===== config.mk =====
export PLATFORM = sky130hd
export DESIGN_NAME = dsc_core
export DESIGN_NICKNAME = d
export VERILOG_FILES = /design/src/dsc_pkg.sv /design/src/dsc_core.sv
export SDC_FILE = /design/constraint.sdc
export NUM_CORES = 1
export LEC_CHECK = 0
export ABC_AREA = 1
export BUFFER_PORTS_ARGS = -buffer_cell sky130_fd_sc_hd__buf_4
export CAP_MARGIN = 20
export CORE_UTILIZATION = 55
export DETAILED_ROUTE_END_ITERATION = 16
export HOLD_SLACK_MARGIN = 0.12
export PLACE_DENSITY = 0.77
export SYNTH_ARGS = -nofsm -noshare
export SYNTH_HDL_FRONTEND = slang
export SYNTH_SLANG_ARGS = --single-unit

===== constraint.sdc =====
create_clock -name I_CLK -period 22.6 [get_ports I_CLK]
set_input_delay 3.39 -clock I_CLK [delete_from_list [all_inputs] [get_ports I_CLK]]
set_output_delay 3.39 -clock I_CLK [all_outputs]
set_load 0.03 [all_outputs]

===== src/dsc_pkg.sv =====
// Package of constants and types for the DDR2 command core model.
// Notes on behaviour
// Chip select high blocks new commands only
// NOP decodes with strobes high, harmless
// Bank bits pick mode register, address loads
// Controller loads modes only when idle
// Activate opens addressed row in bank
// Controller precharges before opening another row
// Read bursts from open row at column
// A10 high auto-precharges after read burst
// Write bursts to open row, A10 precharges
// Additive latency delays internal access registration
// Mask low stores byte, high discards
// Precharge closes one or all banks
// Controller may access other bank during autoprecharge
// Precharged bank idle until activated again
// Precharge to idle bank restarts period
// Controller refreshes only with banks idle
// Refresh row comes from internal counter
// Refresh with clock enable low enters self-refresh
// Delay loop off in self-refresh, on after
// Termination set by mode load, pin switched
// Termination works except during self-refresh
// Termination applies to data and strobe lines
// Commands decoded from pins at rising edge
// Controller waits exit-to-read delay after self-refresh
// Controller holds clock enable three edges
// Controller schedules refresh often enough
package dsc_pkg;
  localparam int NBANK = 4;
  localparam int ROW_W = 13;
  localparam int COL_W = 10;
  localparam int MR_W = 14;
  localparam int AL_W = 3;
  localparam int AP_BIT = 10;
  localparam int ODT_BIT_A = 2;
  localparam int ODT_BIT_B = 6;
  localparam int BURST_W = 4;
  localparam logic [BURST_W-1:0] BURST_LEN = 4'h4;
  localparam int TRP_NS = 15;
  localparam int CLK_NS = 50;
  localparam logic [3:0] TRP_CYC = 4'((TRP_NS + CLK_NS - 1) / CLK_NS);
  localparam int REF_W = 13;
  localparam logic [1:0] MR_MODE = 2'h0;
  localparam logic [1:0] MR_EXT1 = 2'h1;
  localparam logic [13:0] MR_RST = 14'h0000;
  typedef enum logic [1:0] {DSC_IDLE, DSC_OPEN, DSC_PRE} dsc_bank_e;
  typedef enum logic [3:0] {CMD_DESEL, CMD_NOP, CMD_MRS, CMD_ACT, CMD_RD, CMD_WR,
    CMD_PRE, CMD_REF, CMD_SREF, CMD_BAD} dsc_cmd_e;
  typedef struct packed {
    logic cs_n;
    logic ras_n;
    logic cas_n;
    logic we_n;
    logic cke;
    logic [1:0] ba;
    logic [ROW_W-1:0] addr;
  } dsc_cmd_s;
  typedef struct packed {
    logic valid;
    logic write;
    logic auto_pre;
    logic [1:0] bank;
    logic [ROW_W-1:0] row;
    logic [COL_W-1:0] col;
  } dsc_acc_s;
  function automatic dsc_cmd_e dsc_decode(input dsc_cmd_s c, input logic cke_prev);
    dsc_cmd_e r;
    r = CMD_BAD;
    if (!cke_prev) begin
      r = CMD_DESEL;
    end else if (c.cs_n) begin
      r = CMD_DESEL;
    end else begin
      case ({c.ras_n, c.cas_n, c.we_n})
        3'h7: r = CMD_NOP;
        3'h0: r = CMD_MRS;
        3'h3: r = CMD_ACT;
        3'h5: r = CMD_RD;
        3'h4: r = CMD_WR;
        3'h2: r = CMD_PRE;
        3'h1: r = c.cke ? CMD_REF : CMD_SREF;
        default: r = CMD_BAD;
      endcase
    end
    return r;
  endfunction
endpackage


===== src/dsc_core.sv =====
// Command core of a four-bank DDR2 memory as seen from its command pins.
`timescale 1ns/1ps
module dsc_core
  import dsc_pkg::*;
(
  // Clock and reset
  input wire logic I_CLK,
  input wire logic I_RST,
  // Command pins
  input wire dsc_cmd_s I_CMD,
  input wire logic I_ODT,
  // Write data mask per byte lane, sampled with each beat
  input wire logic [1:0] I_DM,
  input wire logic I_WBEAT,
  // Internal access issued to the array
  output dsc_acc_s O_ACC,
  output logic [1:0] O_BYTE_WE,
  output logic [ROW_W-1:0] O_REF_ROW,
  output logic O_REF_PULSE,
  // Mode registers
  output logic [MR_W-1:0] O_MR0,
  output logic [MR_W-1:0] O_MR1,
  output logic [AL_W-1:0] O_AL,
  // Status
  output logic [NBANK-1:0] O_BANK_OPEN,
  output logic O_SELF_REF,
  output logic O_DLL_ON,
  output logic O_ODT_ON,
  output logic O_BURST_BUSY
);
  dsc_cmd_e cmd;
  logic cke_prev_r;
  dsc_bank_e bank_st_r [NBANK];
  logic [ROW_W-1:0] row_r [NBANK];
  logic [3:0] trp_cnt_r [NBANK];
  logic [MR_W-1:0] mr0_r;
  logic [MR_W-1:0] mr1_r;
  logic [AL_W-1:0] al_r;
  dsc_acc_s pend_r [8];
  logic [BURST_W-1:0] burst_r;
  logic burst_ap_r;
  logic [1:0] burst_bank_r;
  logic burst_wr_r;
  logic [ROW_W-1:0] ref_cnt_r;
  logic sref_r;

  assign cmd = dsc_decode(I_CMD, cke_prev_r);
  assign al_r = mr1_r[5:3];

  always_ff @(posedge I_CLK or posedge I_RST) begin
    if (I_RST) begin
      cke_prev_r <= 1'b0;
    end else begin
      cke_prev_r <= I_CMD.cke;
    end
  end

  // Mode loads select the register by bank bits; idle-only use is the controller's duty.
  always_ff @(posedge I_CLK or posedge I_RST) begin
    if (I_RST) begin
      mr0_r <= MR_RST;
      mr1_r <= MR_RST;
    end else if (cmd == CMD_MRS) begin
      if (I_CMD.ba == MR_MODE) begin
        mr0_r <= {1'b0, I_CMD.addr};
      end else if (I_CMD.ba == MR_EXT1) begin
        mr1_r <= {1'b0, I_CMD.addr};
      end
    end
  end

  // Bank state: activate opens, precharge closes, auto precharge closes at burst end.
  for (genvar b = 0; b < NBANK; b++) begin : g_bank
    logic pre_hit;
    assign pre_hit = (cmd == CMD_PRE) &&
                     (I_CMD.addr[AP_BIT] || I_CMD.ba == 2'(b));
    always_ff @(posedge I_CLK or posedge I_RST) begin
      if (I_RST) begin
        bank_st_r[b] <= DSC_IDLE;
        row_r[b] <= '0;
        trp_cnt_r[b] <= 4'h0;
      end else begin
        if (pre_hit) begin
          bank_st_r[b] <= DSC_PRE;
          trp_cnt_r[b] <= TRP_CYC;
        end else if (burst_r == 4'h1 && burst_ap_r && burst_bank_r == 2'(b)) begin
          bank_st_r[b] <= DSC_PRE;
          trp_cnt_r[b] <= TRP_CYC;
        end else if (cmd == CMD_ACT && I_CMD.ba == 2'(b)) begin
          bank_st_r[b] <= DSC_OPEN;
          row_r[b] <= I_CMD.addr;
        end else if (bank_st_r[b] == DSC_PRE) begin
          if (trp_cnt_r[b] <= 4'h1) begin
            bank_st_r[b] <= DSC_IDLE;
            trp_cnt_r[b] <= 4'h0;
          end else begin
            trp_cnt_r[b] <= trp_cnt_r[b] - 4'h1;
          end
        end
      end
    end
  end

  // Posted accesses wait AL cycles in a shift line before reaching the array.
  always_ff @(posedge I_CLK or posedge I_RST) begin
    if (I_RST) begin
      for (int i = 0; i < 8; i++) begin
        pend_r[i] <= '0;
      end
    end else begin
      for (int i = 0; i < 7; i++) begin
        pend_r[i] <= pend_r[i+1];
      end
      pend_r[7] <= '0;
      if (cmd == CMD_RD || cmd == CMD_WR) begin
        pend_r[al_r] <= '{valid: 1'b1, write: (cmd == CMD_WR),
                          auto_pre: I_CMD.addr[AP_BIT], bank: I_CMD.ba,
                          row: row_r[I_CMD.ba], col: I_CMD.addr[COL_W-1:0]};
      end
    end
  end

  // The internal access; row is taken when the command is posted, the column is A0 to A9 and bits above A9 are dropped.
  always_ff @(posedge I_CLK or posedge I_RST) begin
    if (I_RST) begin
      O_ACC <= '0;
      burst_r <= '0;
      burst_ap_r <= 1'b0;
      burst_bank_r <= 2'h0;
      burst_wr_r <= 1'b0;
    end else begin
      O_ACC <= pend_r[0];
      if (pend_r[0].valid) begin
        burst_r <= BURST_LEN;
        burst_ap_r <= pend_r[0].auto_pre;
        burst_bank_r <= pend_r[0].bank;
        burst_wr_r <= pend_r[0].write;
      end else if (burst_r != 4'h0) begin
        burst_r <= burst_r - 4'h1;
      end
    end
  end

  // Byte enables are the inverse of the mask; masked lanes leave memory alone.
  always_ff @(posedge I_CLK or posedge I_RST) begin
    if (I_RST) begin
      O_BYTE_WE <= 2'h0;
    end else begin
      O_BYTE_WE <= (I_WBEAT && burst_wr_r && burst_r != 4'h0) ? ~I_DM : 2'h0;
    end
  end

  // Refresh row from the internal counter; address pins are ignored.
  always_ff @(posedge I_CLK or posedge I_RST) begin
    if (I_RST) begin
      ref_cnt_r <= '0;
      O_REF_PULSE <= 1'b0;
    end else begin
      O_REF_PULSE <= (cmd == CMD_REF || cmd == CMD_SREF);
      if (cmd == CMD_REF || cmd == CMD_SREF) begin
        ref_cnt_r <= ref_cnt_r + 13'h0001;
      end
    end
  end
  assign O_REF_ROW = ref_cnt_r;

  // Self refresh holds until clock enable returns; the loop follows it.
  always_ff @(posedge I_CLK or posedge I_RST) begin
    if (I_RST) begin
      sref_r <= 1'b0;
      O_DLL_ON <= 1'b1;
    end else begin
      if (cmd == CMD_SREF) begin
        sref_r <= 1'b1;
        O_DLL_ON <= 1'b0;
      end else if (sref_r && I_CMD.cke) begin
        sref_r <= 1'b0;
        O_DLL_ON <= 1'b1;
      end
    end
  end

  // Termination only when configured, pin high and not in self refresh.
  always_ff @(posedge I_CLK or posedge I_RST) begin
    if (I_RST) begin
      O_ODT_ON <= 1'b0;
    end else begin
      O_ODT_ON <= I_ODT && !sref_r && cmd != CMD_SREF &&
                  (mr1_r[ODT_BIT_A] || mr1_r[ODT_BIT_B]);
    end
  end

  always_ff @(posedge I_CLK or posedge I_RST) begin
    if (I_RST) begin
      O_BANK_OPEN <= '0;
    end else begin
      for (int i = 0; i < NBANK; i++) begin
        O_BANK_OPEN[i] <= (bank_st_r[i] == DSC_OPEN);
      end
    end
  end

  assign O_MR0 = mr0_r;
  assign O_MR1 = mr1_r;
  assign O_AL = al_r;
  assign O_SELF_REF = sref_r;

  // Busy is registered so the pin never shows a glitch while the counter settles.
  always_ff @(posedge I_CLK or posedge I_RST) begin
    if (I_RST) begin
      O_BURST_BUSY <= 1'b0;
    end else begin
      O_BURST_BUSY <= pend_r[0].valid || (burst_r > 4'h1);
    end
  end

  // Command decode and deselect.
  desel_hold_a: assert property (@(posedge I_CLK) disable iff (I_RST)
    (I_CMD.cs_n && cke_prev_r) |=> $stable(mr0_r) && $stable(mr1_r))
    else $error("Deselect changed a mode register.");
  cs_high_a: assert property (@(posedge I_CLK) disable iff (I_RST)
    I_CMD.cs_n |-> cmd == CMD_DESEL)
    else $error("Command taken while deselected.");
  desel_acc_a: assert property (@(posedge I_CLK) disable iff (I_RST)
    (cmd == CMD_DESEL && burst_r > 4'h1) |=> O_BURST_BUSY)
    else $error("Deselect cut a running burst.");
  desel_pend_a: assert property (@(posedge I_CLK) disable iff (I_RST)
    (cmd == CMD_DESEL) |=> !pend_r[7].valid)
    else $error("Deselect posted an access.");
  cke_low_a: assert property (@(posedge I_CLK) disable iff (I_RST)
    !cke_prev_r |-> cmd == CMD_DESEL)
    else $error("Command taken with clock enable low before.");
  nop_quiet_a: assert property (@(posedge I_CLK) disable iff (I_RST)
    (cmd == CMD_NOP) |=> $stable(mr0_r) && $stable(mr1_r) && $stable(row_r[0]))
    else $error("No-operation changed state.");

  // Mode registers.
  mrs_load_a: assert property (@(posedge I_CLK) disable iff (I_RST)
    (cmd == CMD_MRS && I_CMD.ba == MR_EXT1) |=> mr1_r == {1'b0, $past(I_CMD.addr)})
    else $error("Extended mode load lost.");
  mr0_load_a: assert property (@(posedge I_CLK) disable iff (I_RST)
    (cmd == CMD_MRS && I_CMD.ba == MR_MODE) |=> mr0_r == {1'b0, $past(I_CMD.addr)})
    else $error("Mode load lost.");
  mrs_other_a: assert property (@(posedge I_CLK) disable iff (I_RST)
    (cmd == CMD_MRS && I_CMD.ba[1]) |=> $stable(mr0_r) && $stable(mr1_r))
    else $error("Unused mode select changed a register.");
  mr_keep_a: assert property (@(posedge I_CLK) disable iff (I_RST)
    (cmd != CMD_MRS) |=> $stable(mr0_r) && $stable(mr1_r))
    else $error("Mode register changed without a load.");

  // Bank state; an auto precharge ending on the same edge takes priority.
  act_open_a: assert property (@(posedge I_CLK) disable iff (I_RST)
    (cmd == CMD_ACT && I_CMD.ba == 2'h0) |=> ##1 O_BANK_OPEN[0])
    else $error("Activate did not open bank zero.");
  act_state_a: assert property (@(posedge I_CLK) disable iff (I_RST)
    (cmd == CMD_ACT && !(burst_r == 4'h1 && burst_ap_r))
    |=> bank_st_r[$past(I_CMD.ba)] == DSC_OPEN)
    else $error("Activate left the bank closed.");
  act_row_a: assert property (@(posedge I_CLK) disable iff (I_RST)
    (cmd == CMD_ACT && !(burst_r == 4'h1 && burst_ap_r))
    |=> row_r[$past(I_CMD.ba)] == $past(I_CMD.addr))
    else $error("Activate stored the wrong row.");
  bank_open_a: assert property (@(posedge I_CLK) disable iff (I_RST)
    1'b1 |=> O_BANK_OPEN[1] == ($past(bank_st_r[1]) == DSC_OPEN))
    else $error("Open flag does not follow bank state.");
  pre_close_a: assert property (@(posedge I_CLK) disable iff (I_RST)
    (cmd == CMD_PRE && I_CMD.addr[AP_BIT]) |=> bank_st_r[3] == DSC_PRE)
    else $error("Precharge all left a bank open.");
  pre_all_a: assert property (@(posedge I_CLK) disable iff (I_RST)
    (cmd == CMD_PRE && I_CMD.addr[AP_BIT])
    |=> bank_st_r[0] == DSC_PRE && bank_st_r[1] == DSC_PRE && bank_st_r[2] == DSC_PRE)
    else $error("Precharge all missed a bank.");
  pre_one_a: assert property (@(posedge I_CLK) disable iff (I_RST)
    (cmd == CMD_PRE && !I_CMD.addr[AP_BIT]) |=> bank_st_r[$past(I_CMD.ba)] == DSC_PRE)
    else $error("Precharge did not close its bank.");
  pre_trp_a: assert property (@(posedge I_CLK) disable iff (I_RST)
    (cmd == CMD_PRE) |=> trp_cnt_r[$past(I_CMD.ba)] == TRP_CYC)
    else $error("Precharge period not restarted.");
  pre_idle_a: assert property (@(posedge I_CLK) disable iff (I_RST)
    (bank_st_r[0] == DSC_PRE && trp_cnt_r[0] == 4'h1 && cmd == CMD_NOP && burst_r == 4'h0)
    |=> bank_st_r[0] == DSC_IDLE)
    else $error("Bank not idle after precharge period.");
  idle_stay_a: assert property (@(posedge I_CLK) disable iff (I_RST)
    (bank_st_r[2] == DSC_IDLE && cmd != CMD_ACT) |=> bank_st_r[2] != DSC_OPEN)
    else $error("Idle bank opened without activate.");

  // Posted accesses and bursts; the checks assume the latency this bench programs.
  al_delay_a: assert property (@(posedge I_CLK) disable iff (I_RST)
    (cmd == CMD_RD && al_r == 3'h2 && $stable(al_r)) |=> ##3 O_ACC.valid)
    else $error("Access not issued after its latency.");
  wr_post_a: assert property (@(posedge I_CLK) disable iff (I_RST)
    (cmd == CMD_WR && al_r == 3'h2) |=> ##3 O_ACC.valid && O_ACC.write)
    else $error("Write not issued after its latency.");
  acc_rd_a: assert property (@(posedge I_CLK) disable iff (I_RST)
    (cmd == CMD_RD && al_r == 3'h2) |=> ##3 !O_ACC.write)
    else $error("Read issued as a write.");
  acc_col_a: assert property (@(posedge I_CLK) disable iff (I_RST)
    (cmd == CMD_RD && al_r == 3'h2) |=> ##3 O_ACC.col == $past(I_CMD.addr[COL_W-1:0], 4))
    else $error("Read column lost.");
  acc_bank_a: assert property (@(posedge I_CLK) disable iff (I_RST)
    (cmd == CMD_RD && al_r == 3'h2) |=> ##3 O_ACC.bank == $past(I_CMD.ba, 4))
    else $error("Read bank lost.");
  acc_ap_a: assert property (@(posedge I_CLK) disable iff (I_RST)
    (cmd == CMD_WR && al_r == 3'h2) |=> ##3 O_ACC.auto_pre == $past(I_CMD.addr[AP_BIT], 4))
    else $error("Auto precharge flag lost.");
  ap_close_a: assert property (@(posedge I_CLK) disable iff (I_RST)
    (burst_r == 4'h1 && burst_ap_r) |=> bank_st_r[$past(burst_bank_r)] == DSC_PRE)
    else $error("Auto precharge did not close bank.");
  ap_keep_a: assert property (@(posedge I_CLK) disable iff (I_RST)
    (burst_r == 4'h1 && !burst_ap_r && cmd == CMD_NOP && bank_st_r[burst_bank_r] == DSC_OPEN)
    |=> bank_st_r[$past(burst_bank_r)] == DSC_OPEN)
    else $error("Plain burst closed its row.");
  busy_len_a: assert property (@(posedge I_CLK) disable iff (I_RST)
    pend_r[0].valid |=> O_BURST_BUSY [*4])
    else $error("Burst shorter than its length.");
  busy_end_a: assert property (@(posedge I_CLK) disable iff (I_RST)
    (burst_r == 4'h1 && !pend_r[0].valid) |=> !O_BURST_BUSY)
    else $error("Burst longer than its length.");

  // Write masking.
  mask_drop_a: assert property (@(posedge I_CLK) disable iff (I_RST)
    (I_DM == 2'h3) |=> O_BYTE_WE == 2'h0)
    else $error("Masked bytes were written.");
  byte_we_a: assert property (@(posedge I_CLK) disable iff (I_RST)
    (I_WBEAT && burst_wr_r && burst_r != 4'h0 && I_DM == 2'h0) |=> O_BYTE_WE == 2'h3)
    else $error("Unmasked bytes were dropped.");
  we_idle_a: assert property (@(posedge I_CLK) disable iff (I_RST)
    !I_WBEAT |=> O_BYTE_WE == 2'h0)
    else $error("Byte written without data.");
  rd_no_we_a: assert property (@(posedge I_CLK) disable iff (I_RST)
    !burst_wr_r |=> O_BYTE_WE == 2'h0)
    else $error("Byte written outside a write burst.");
  we_burst_a: assert property (@(posedge I_CLK) disable iff (I_RST)
    (burst_r == 4'h0) |=> O_BYTE_WE == 2'h0)
    else $error("Byte written with no burst running.");

  // Refresh, self refresh and termination.
  ref_count_a: assert property (@(posedge I_CLK) disable iff (I_RST)
    (cmd == CMD_REF) |=> ref_cnt_r == $past(ref_cnt_r) + 13'h0001)
    else $error("Refresh counter did not advance.");
  ref_pulse_a: assert property (@(posedge I_CLK) disable iff (I_RST)
    (cmd == CMD_REF) |=> O_REF_PULSE)
    else $error("Refresh pulse missing.");
  ref_quiet_a: assert property (@(posedge I_CLK) disable iff (I_RST)
    (cmd != CMD_REF && cmd != CMD_SREF) |=> !O_REF_PULSE && $stable(ref_cnt_r))
    else $error("Refresh without a command.");
  sref_row_a: assert property (@(posedge I_CLK) disable iff (I_RST)
    (cmd == CMD_SREF) |=> ref_cnt_r == $past(ref_cnt_r) + 13'h0001)
    else $error("Self refresh entry did not refresh a row.");
  sref_pulse_a: assert property (@(posedge I_CLK) disable iff (I_RST)
    (cmd == CMD_SREF) |=> O_REF_PULSE)
    else $error("Self refresh entry pulse missing.");
  sref_entry_a: assert property (@(posedge I_CLK) disable iff (I_RST)
    (cmd == CMD_SREF) |=> sref_r && !O_DLL_ON)
    else $error("Self refresh not entered.");
  sref_hold_a: assert property (@(posedge I_CLK) disable iff (I_RST)
    (sref_r && !I_CMD.cke) |=> sref_r)
    else $error("Self refresh left with clock enable low.");
  sref_exit_a: assert property (@(posedge I_CLK) disable iff (I_RST)
    (sref_r && I_CMD.cke) |=> !sref_r && O_DLL_ON)
    else $error("Loop not restored on self refresh exit.");
  sref_dll_a: assert property (@(posedge I_CLK) disable iff (I_RST)
    sref_r |-> !O_DLL_ON && !O_ODT_ON)
    else $error("Loop or termination active in self refresh.");
  sref_odt_a: assert property (@(posedge I_CLK) disable iff (I_RST)
    (cmd == CMD_SREF) |=> !O_ODT_ON)
    else $error("Termination on at self refresh entry.");
  odt_off_a: assert property (@(posedge I_CLK) disable iff (I_RST)
    !I_ODT |=> !O_ODT_ON)
    else $error("Termination on with its pin low.");
  odt_on_a: assert property (@(posedge I_CLK) disable iff (I_RST)
    (I_ODT && !sref_r && cmd != CMD_SREF && mr1_r[ODT_BIT_A]) |=> O_ODT_ON)
    else $error("Termination did not switch on.");
  odt_cfg_a: assert property (@(posedge I_CLK) disable iff (I_RST)
    (!mr1_r[ODT_BIT_A] && !mr1_r[ODT_BIT_B]) |=> !O_ODT_ON)
    else $error("Termination on while not configured.");
endmodule // dsc_core


==> flow_metrics.py, run 1 <==
metrics = {
    "outcome": {
        "outcome": "finished clean",
    },
    "die": {
        "core_area_um2": 26880,
        "dieWidth_um": 167.5,
        "io_pins": 109,
        "dieArea_um2": 28050,
        "die_height_um": 167.5,
        "start_util_pct": 56.03,
        "floorplan.rows": 60,
    },
    "setup_path": {
        "arrival_ps": 5620,
        "critPathKind": "in2reg",
        "crit_required_ps": 23000,
        "r2r_start": "burst_r[0]",
        "critPathTopFamily": "simple AND/OR/NAND/NOR gates",
        "crit_buf_inv": 3,
        "reg2reg_to": "row_r[19]",
        "crit_path_cell_trace": "buf_4 -> inv_1 -> nand2_1 -> nor2_1 -> nand2_2 -> nor2_2 -> inv_2 -> nor2_8 -> nand3_1 -> o21ai_0",
        "r2r_cells": 6,
        "slowest_delay_ps": 750,
        "worstPathMaxFanout": 30,
        "setup.worst_path.start_class": "input pin",
        "critical-path-slowest-cell": "nand3_1",
        "r2r_slack_ps": 19880,
        "end_kind": "flop",
    },
    "place": {
        "hpwl_um": 18720,
        "portBuffers": 106,
        "place_congestion": 0.8446,
        "placedCellCount": 1884,
        "place_ws_ps": 16330,
    },
    "layout": {
        "drive_above_1_share_pct": 14.15,
        "instances_no_fill": 1959,
        "insertedDiodeCount": 0,
        "layout.nets": 1625,
        "mostFrequentLayoutCells": "nand2_1 (437), dfrtp_1 (386), o21ai_0 (147)",
        "syn_to_final_growth_pct": 15.96,
        "final_core_util_pct": 64.98,
        "final_common_cell": "nand2_1",
    },
    "logic_synthesis": {
        "synth_edf_count": 0,
        "async_flop_share_pct": 100.0,
        "synth_area_um2": 15060,
        "synthFlopType": "dfrtp_1",
        "netlist_instances": 1507,
        "synth.ff_latch_count": 387,
        "synth_area_leaders": "dfrtp_1 (64%), nand2_1 (11%), o21ai_0 (4.9%)",
        "yosysWarningCount": 0,
        "yosysTopAreaCell": "dfrtp_1",
        "ys_types": 37,
        "syn_avg_cell_area_um2": 9.993,
        "yosysTopAreaCellShare_pct": 64.14,
        "seq_area_frac_synth_pct": 64.32,
    },
    "sta": {
        "max_slew_margin_pct": 30.18,
        "fin_crit_ps": 5222,
        "hold_viol": 0,
        "skew_ps": 10.60,
        "tns_ps": 0,
        "worst_pin_slew_ps": 1044,
        "rsz0062_at_grt": "false",
        "setup_violations": 0,
        "fmax_mhz": 191.5,
        "finalCritPeriodShare_pct": 23.11,
        "report.final.slew_viol_count": 0,
        "fin_ws_ps": 17380,
    },
    "worst_hold_path": {
        "hold_path_startpoint": "pend_r[197]",
        "hp-class": "reg2reg",
        "min_to": "O_ACC[1]",
        "whs_path_depth": 0,
    },
    "detailed_routing": {
        "dr.pass1.iters": 5,
        "ant_nets": 0,
        "vias": 10449,
        "drtIter0Drc": 997,
        "wl_per_cell_um": 15.71,
        "routed_via_density": 5.334,
        "drc": 0,
        "wirelength_um": 30770,
    },
    "grt": {
        "grt_pass1_wl_um": 51080,
        "antenna_found_initial": 0,
        "grt_remaining_overflow": 0,
        "grt_max_degree": 154,
        "grtUsageTotal_pct": 22.73,
        "grt_pass1_vias": 10086,
    },
    "power": {
        "vdd_drop_max_mv": 0.06673,
        "powerDensity_nw_per_um2": 101.7,
        "power.leakage_nw": 8.738,
    },
    "clock_network": {
        "clk_latency_ps": 530,
        "post_cts_buffers": 0,
        "path_clk_slew_ps": 60,
        "cts_hold_buf": 0,
        "post_cts_resized": 0,
        "ctsLongestPathBuffers": 3,
        "cts.sinks": 387,
        "cts_buffers": 39,
        "cts_root_buf": "clkbuf_16",
        "cts_max_level": 2,
        "cts_tree": "built",
    },
    "job": {
        "maxCapViolCount": 0,
    },
}
routing by layer:
layer,part of all wire [%],GRT usage [%]
met1,45,32.01
met2,47,36.78
met3,5.8,4.042
met4,1.6,5.983
met5,0,0
worst max path at each step:
stage | startpoint | end | cells after the start | slack [ps]
after detailed placement | I_RST | O_MR1[10] | 4 | 16330
after global placement | I_RST | O_MR0[10] | 4 | 16390
after CTS | I_RST | row_r[28] | 4 | 16910
after global routing | I_CMD[19] | row_r[19] | 10 | 17160
after floorplan | I_RST | O_ACC[0] | 1 | 8460
final | I_CMD[19] | row_r[19] | 10 | 17380
registers in the layout, summed over array words and instances, names as in the netlist, 2 cells and up:
signal / flops
O_BANK_OPEN: 4
O_ACC: 28
burst_r: 4
trp_cnt_r: 16
pend_r: 224
O_MR1: 13
O_MR0: 13
O_BYTE_WE: 2
O_REF_ROW: 13
bank_st_r: 8
row_r: 52
burst_bank_r: 2
final cells by class:
| class | count | area, um^2 |
|---|---|---|
| sequential | 387 | 9686 |
| inverter | 96 | 367.9 |
| fill | 2075 | 9413 |
| clock buffer | 58 | 1189 |
| clock inverter | 14 | 262.8 |
| multi-input combinational | 949 | 4616 |
| tap | 341 | 426.7 |
| timing repair buffer | 114 | 915.9 |
logic make-up (layout without fill, tap and decap cells):
family,count (synthesis),count (layout),share of synthesized area [%]
flip-flops,387,387,64.32
buffers and inverters,172,282,5.060
XOR/XNOR,16,16,0.9306
AND/OR/NAND/NOR,606,606,16.89
adder cells (fa/ha/maj),12,12,0.9970
AO/OA/AOI/OAI,313,313,11.78
other,1,2,0.02490
cells in the mapped netlist (12+ instances only):
library cell and number:
dfrtp_1 386, o21ai_1 141, ha_1 12, buf_2 47, xor2_1 13, inv_1 88, nor2_1 62, clkbuf_1 17
o21ai_0 147, nand3_1 60, nand2_1 437
stage by stage:
| stage | hold slack (ps) | instance area, um^2 | power [mW] |
|---|---|---|---|
| 2_1_floorplan | 331.2 | 15060 | 0.9912 |
| 3_3_place_gp | 333.7 | 15930 | 1.063 |
| 3_5_place_dp | 334.7 | 15930 | 1.075 |
| 4_1_cts | 348.0 | 17380 | 1.785 |
| 5_1_grt | 351.6 | 17460 | 1.853 |
| 6_report | 347.6 | 17460 | 1.776 |
worst reg2reg max path, cell delays in order (launching register included):
cell,delay [ps]
dfrtp_1,410
ha_1,220
nand3_1,190
inv_1,70
nand3_1,290
nand3_1,830
o21ai_0,570
where the power goes:
group,internal (mW),total (mW),switching [mW]
logic,0.0951,0.268,0.173
registers,0.755,0.799,0.0439
clock network,0.445,0.710,0.264
Power figures use the tool's default switching activity.
==> inputs of run 2 (changes only) <==
- ABC_AREA: 1 -> 0
- CORE_UTILIZATION: 55 -> 54
- PLACE_DENSITY: 0.77 -> 0.78
- clock period: 22.6 -> 4.4 ns (I/O delays scaled with it)
==> run 2 against run 1 <==
Sequential power increased to 5.0 times the previous value. Final cell count decreased by 23%. Highest routed layer unchanged. Flip-flop and latch count unchanged. Final area increased by 0.43%. Core utilization decreased by 0.44 points. Largest cell class unchanged. Largest power group unchanged.
==> flow_metrics.py, run 2 <==
metrics = {
    "outcome": {
        "outcome": "finished clean",
    },
    "sta": {
        "rsz0062_at_grt": "false",
        "fmax_mhz": 397.6,
        "fin_crit_ps": 2515,
        "hold_viol": 0,
        "finalCritPeriodShare_pct": 57.16,
        "fin_ws_ps": 1885,
        "worst_pin_slew_ps": 1059,
        "skew_ps": 11.88,
        "setup_violations": 0,
        "report.final.slew_viol_count": 0,
        "max_slew_margin_pct": 28.95,
    },
    "detailed_routing": {
        "drtIter0Drc": 529,
        "ant_nets": 0,
        "dr.pass1.iters": 4,
        "drc": 0,
        "vias": 8164,
        "wirelength_um": 27560,
        "routed_via_density": 5.407,
        "wl_per_cell_um": 18.25,
    },
    "job": {
        "maxCapViolCount": 0,
    },
    "setup_path": {
        "arrival_ps": 2920,
        "critPathLaunch": "O_MR1[4]",
        "cp.depth": 3,
        "critPathKind": "reg2reg",
        "reg2reg_to": "pend_r[77]",
        "r2r_start": "O_MR1[4]",
        "crit_required_ps": 4800,
        "r2r_slack_ps": 1890,
        "crit_buf_inv": 0,
        "crit_path_end": "pend_r[77]",
        "setup.worst_path.start_class": "flop",
        "r2r_cells": 3,
        "critical-path-slowest-cell": "nor2_4",
        "critPathTopFamily": "simple AND/OR/NAND/NOR gates",
        "crit_path_cell_trace": "or4_1 -> nor2_4 -> mux2_2",
        "slowest_delay_ps": 830,
        "end_kind": "flop",
        "worstPathMaxFanout": 28,
    },
    "clock_network": {
        "post_cts_resized": 0,
        "cts_tree": "built",
        "cts_buffers": 40,
        "clk_latency_ps": 520,
        "cts.sinks": 387,
        "cts_hold_buf": 0,
        "path_clk_slew_ps": 60,
        "cts_root_buf": "clkbuf_16",
        "post_cts_buffers": 0,
        "ctsLongestPathBuffers": 3,
        "cts_max_level": 2,
    },
    "logic_synthesis": {
        "yosysMostFrequentCell": "dfrtp_1",
        "synth_area_leaders": "dfrtp_1 (64%), mux2_2 (19%), mux4_2 (1.9%)",
        "synth.ff_latch_count": 387,
        "netlist_instances": 1001,
        "synth_area_um2": 15060,
        "yosysWarningCount": 0,
        "synthFlopType": "dfrtp_1",
        "synth_edf_count": 0,
        "yosys-top-cells-count": "dfrtp_1 (386), mux2_2 (256), nor2_1 (36)",
        "async_flop_share_pct": 100.0,
        "ys_types": 56,
        "syn_avg_cell_area_um2": 15.05,
        "yosysTopAreaCell": "dfrtp_1",
        "seq_area_frac_synth_pct": 64.29,
        "yosysTopAreaCellShare_pct": 64.12,
    },
    "layout": {
        "drive_above_1_share_pct": 42.36,
        "largest_reg_flops": 224,
        "insertedDiodeCount": 0,
        "largestRegisters": "pend_r x224, row_r x52, O_ACC x28",
        "layout.nets": 1147,
        "final_common_cell": "dfrtp_1",
        "syn_to_final_growth_pct": 16.42,
        "mostFrequentLayoutCells": "dfrtp_1 (386), mux2_2 (256), buf_4 (115)",
        "regMostFlops": "pend_r",
    },
    "grt": {
        "grtUsageTotal_pct": 20.25,
        "grt_remaining_overflow": 0,
        "antenna_found_initial": 0,
        "grt_pass1_wl_um": 45330,
        "grt_max_degree": 156,
        "grt_pass1_vias": 8479,
    },
    "die": {
        "io_pins": 109,
        "floorplan.rows": 60,
        "core_area_um2": 27180,
        "dieArea_um2": 28570,
        "dieWidth_um": 169.0,
        "start_util_pct": 55.43,
        "die_height_um": 169.0,
    },
    "power": {
        "vdd_drop_max_mv": 0.3160,
        "powerDensity_nw_per_um2": 474.3,
        "total_power_mw": 8.318,
        "power.leakage_nw": 8.881,
    },
    "place": {
        "place_congestion": 0.8150,
        "place_ws_ps": 1413,
        "portBuffers": 106,
        "hpwl_um": 16370,
    },
    "worst_hold_path": {
        "hp-class": "in2async",
    },
}
run 2: power by group:
part	leakage, nW	switching (mW)	internal (mW)
Clock	0.653	1.33	1.97
Combinational	2.93	0.597	0.429
Sequential	5.30	0.190	3.80
Total	8.88	2.12	6.20
run 2: per-layer routing:
layer	global-route usage, %	part of all wire (%)
met5	0	0
met4	5.797	1.8
met3	3.250	3.9
met2	33.33	49
met1	28.09	45
run 2: worst register-to-register path: stages, from the launching register on:
cell,delay (ps)
dfrtp_1,420
or4_1,690
nor2_4,830
mux2_2,450
run 2: area by class of cell:
| type | instances | area [um^2] |
|---|---|---|
| Inverter | 24 | 93.84 |
| Sequential cell | 387 | 9686 |
| Timing Repair Buffer | 122 | 978.4 |
| Clock buffer | 64 | 1264 |
| Fill cell | 1968 | 9638 |
| Clock inverter | 7 | 53.80 |
| Multi-Input combinational cell | 534 | 4997 |
| Tap cell | 372 | 465.4 |
run 2: cell families (layout without fill, tap and decap cells):
| family | Yosys count | count (layout) | share of synthesized area (%) |
|---|---|---|---|
| flip-flops | 387 | 387 | 64.29 |
| multiplexers | 286 | 286 | 22.55 |
| AND/OR/NAND/NOR | 168 | 168 | 6.437 |
| buffers and inverters | 81 | 217 | 2.658 |
| AO/OA/AOI/OAI | 53 | 53 | 2.284 |
| XOR/XNOR | 13 | 13 | 0.7558 |
| adder cells (fa/ha/maj) | 12 | 12 | 0.9967 |
| other | 1 | 2 | 0.02489 |
run 2: worst min-delay path by stage:
stage                      from       endpoint  slack [ps]
global placement    pend_r[202]       O_ACC[6]         330
global route              I_RST   bank_st_r[6]         160
CTS                       I_RST  trp_cnt_r[15]         150
detailed placement  pend_r[211]      O_ACC[15]         330
finish                    I_RST   bank_st_r[6]         150
floorplan           pend_r[196]       O_ACC[0]         330
run 2: per-stage QoR:
stage | setup TNS (ps) | util [%] | hold slack (ps) | cell area, um^2 | std cells
6_report | 0 | 64.54 | 150.3 | 17540 | 1510
5_1_grt | 0 | 64.54 | 161.0 | 17540 | 1510
4_1_cts | 0 | 64.35 | 150.2 | 17490 | 1507
3_5_place_dp | 0 | 59.50 | 334.7 | 16170 | 1436
3_3_place_gp | 0 | 59.48 | 333.7 | 16170 | 1435
2_1_floorplan | -564800 | - | 331.2 | 15070 | 1002
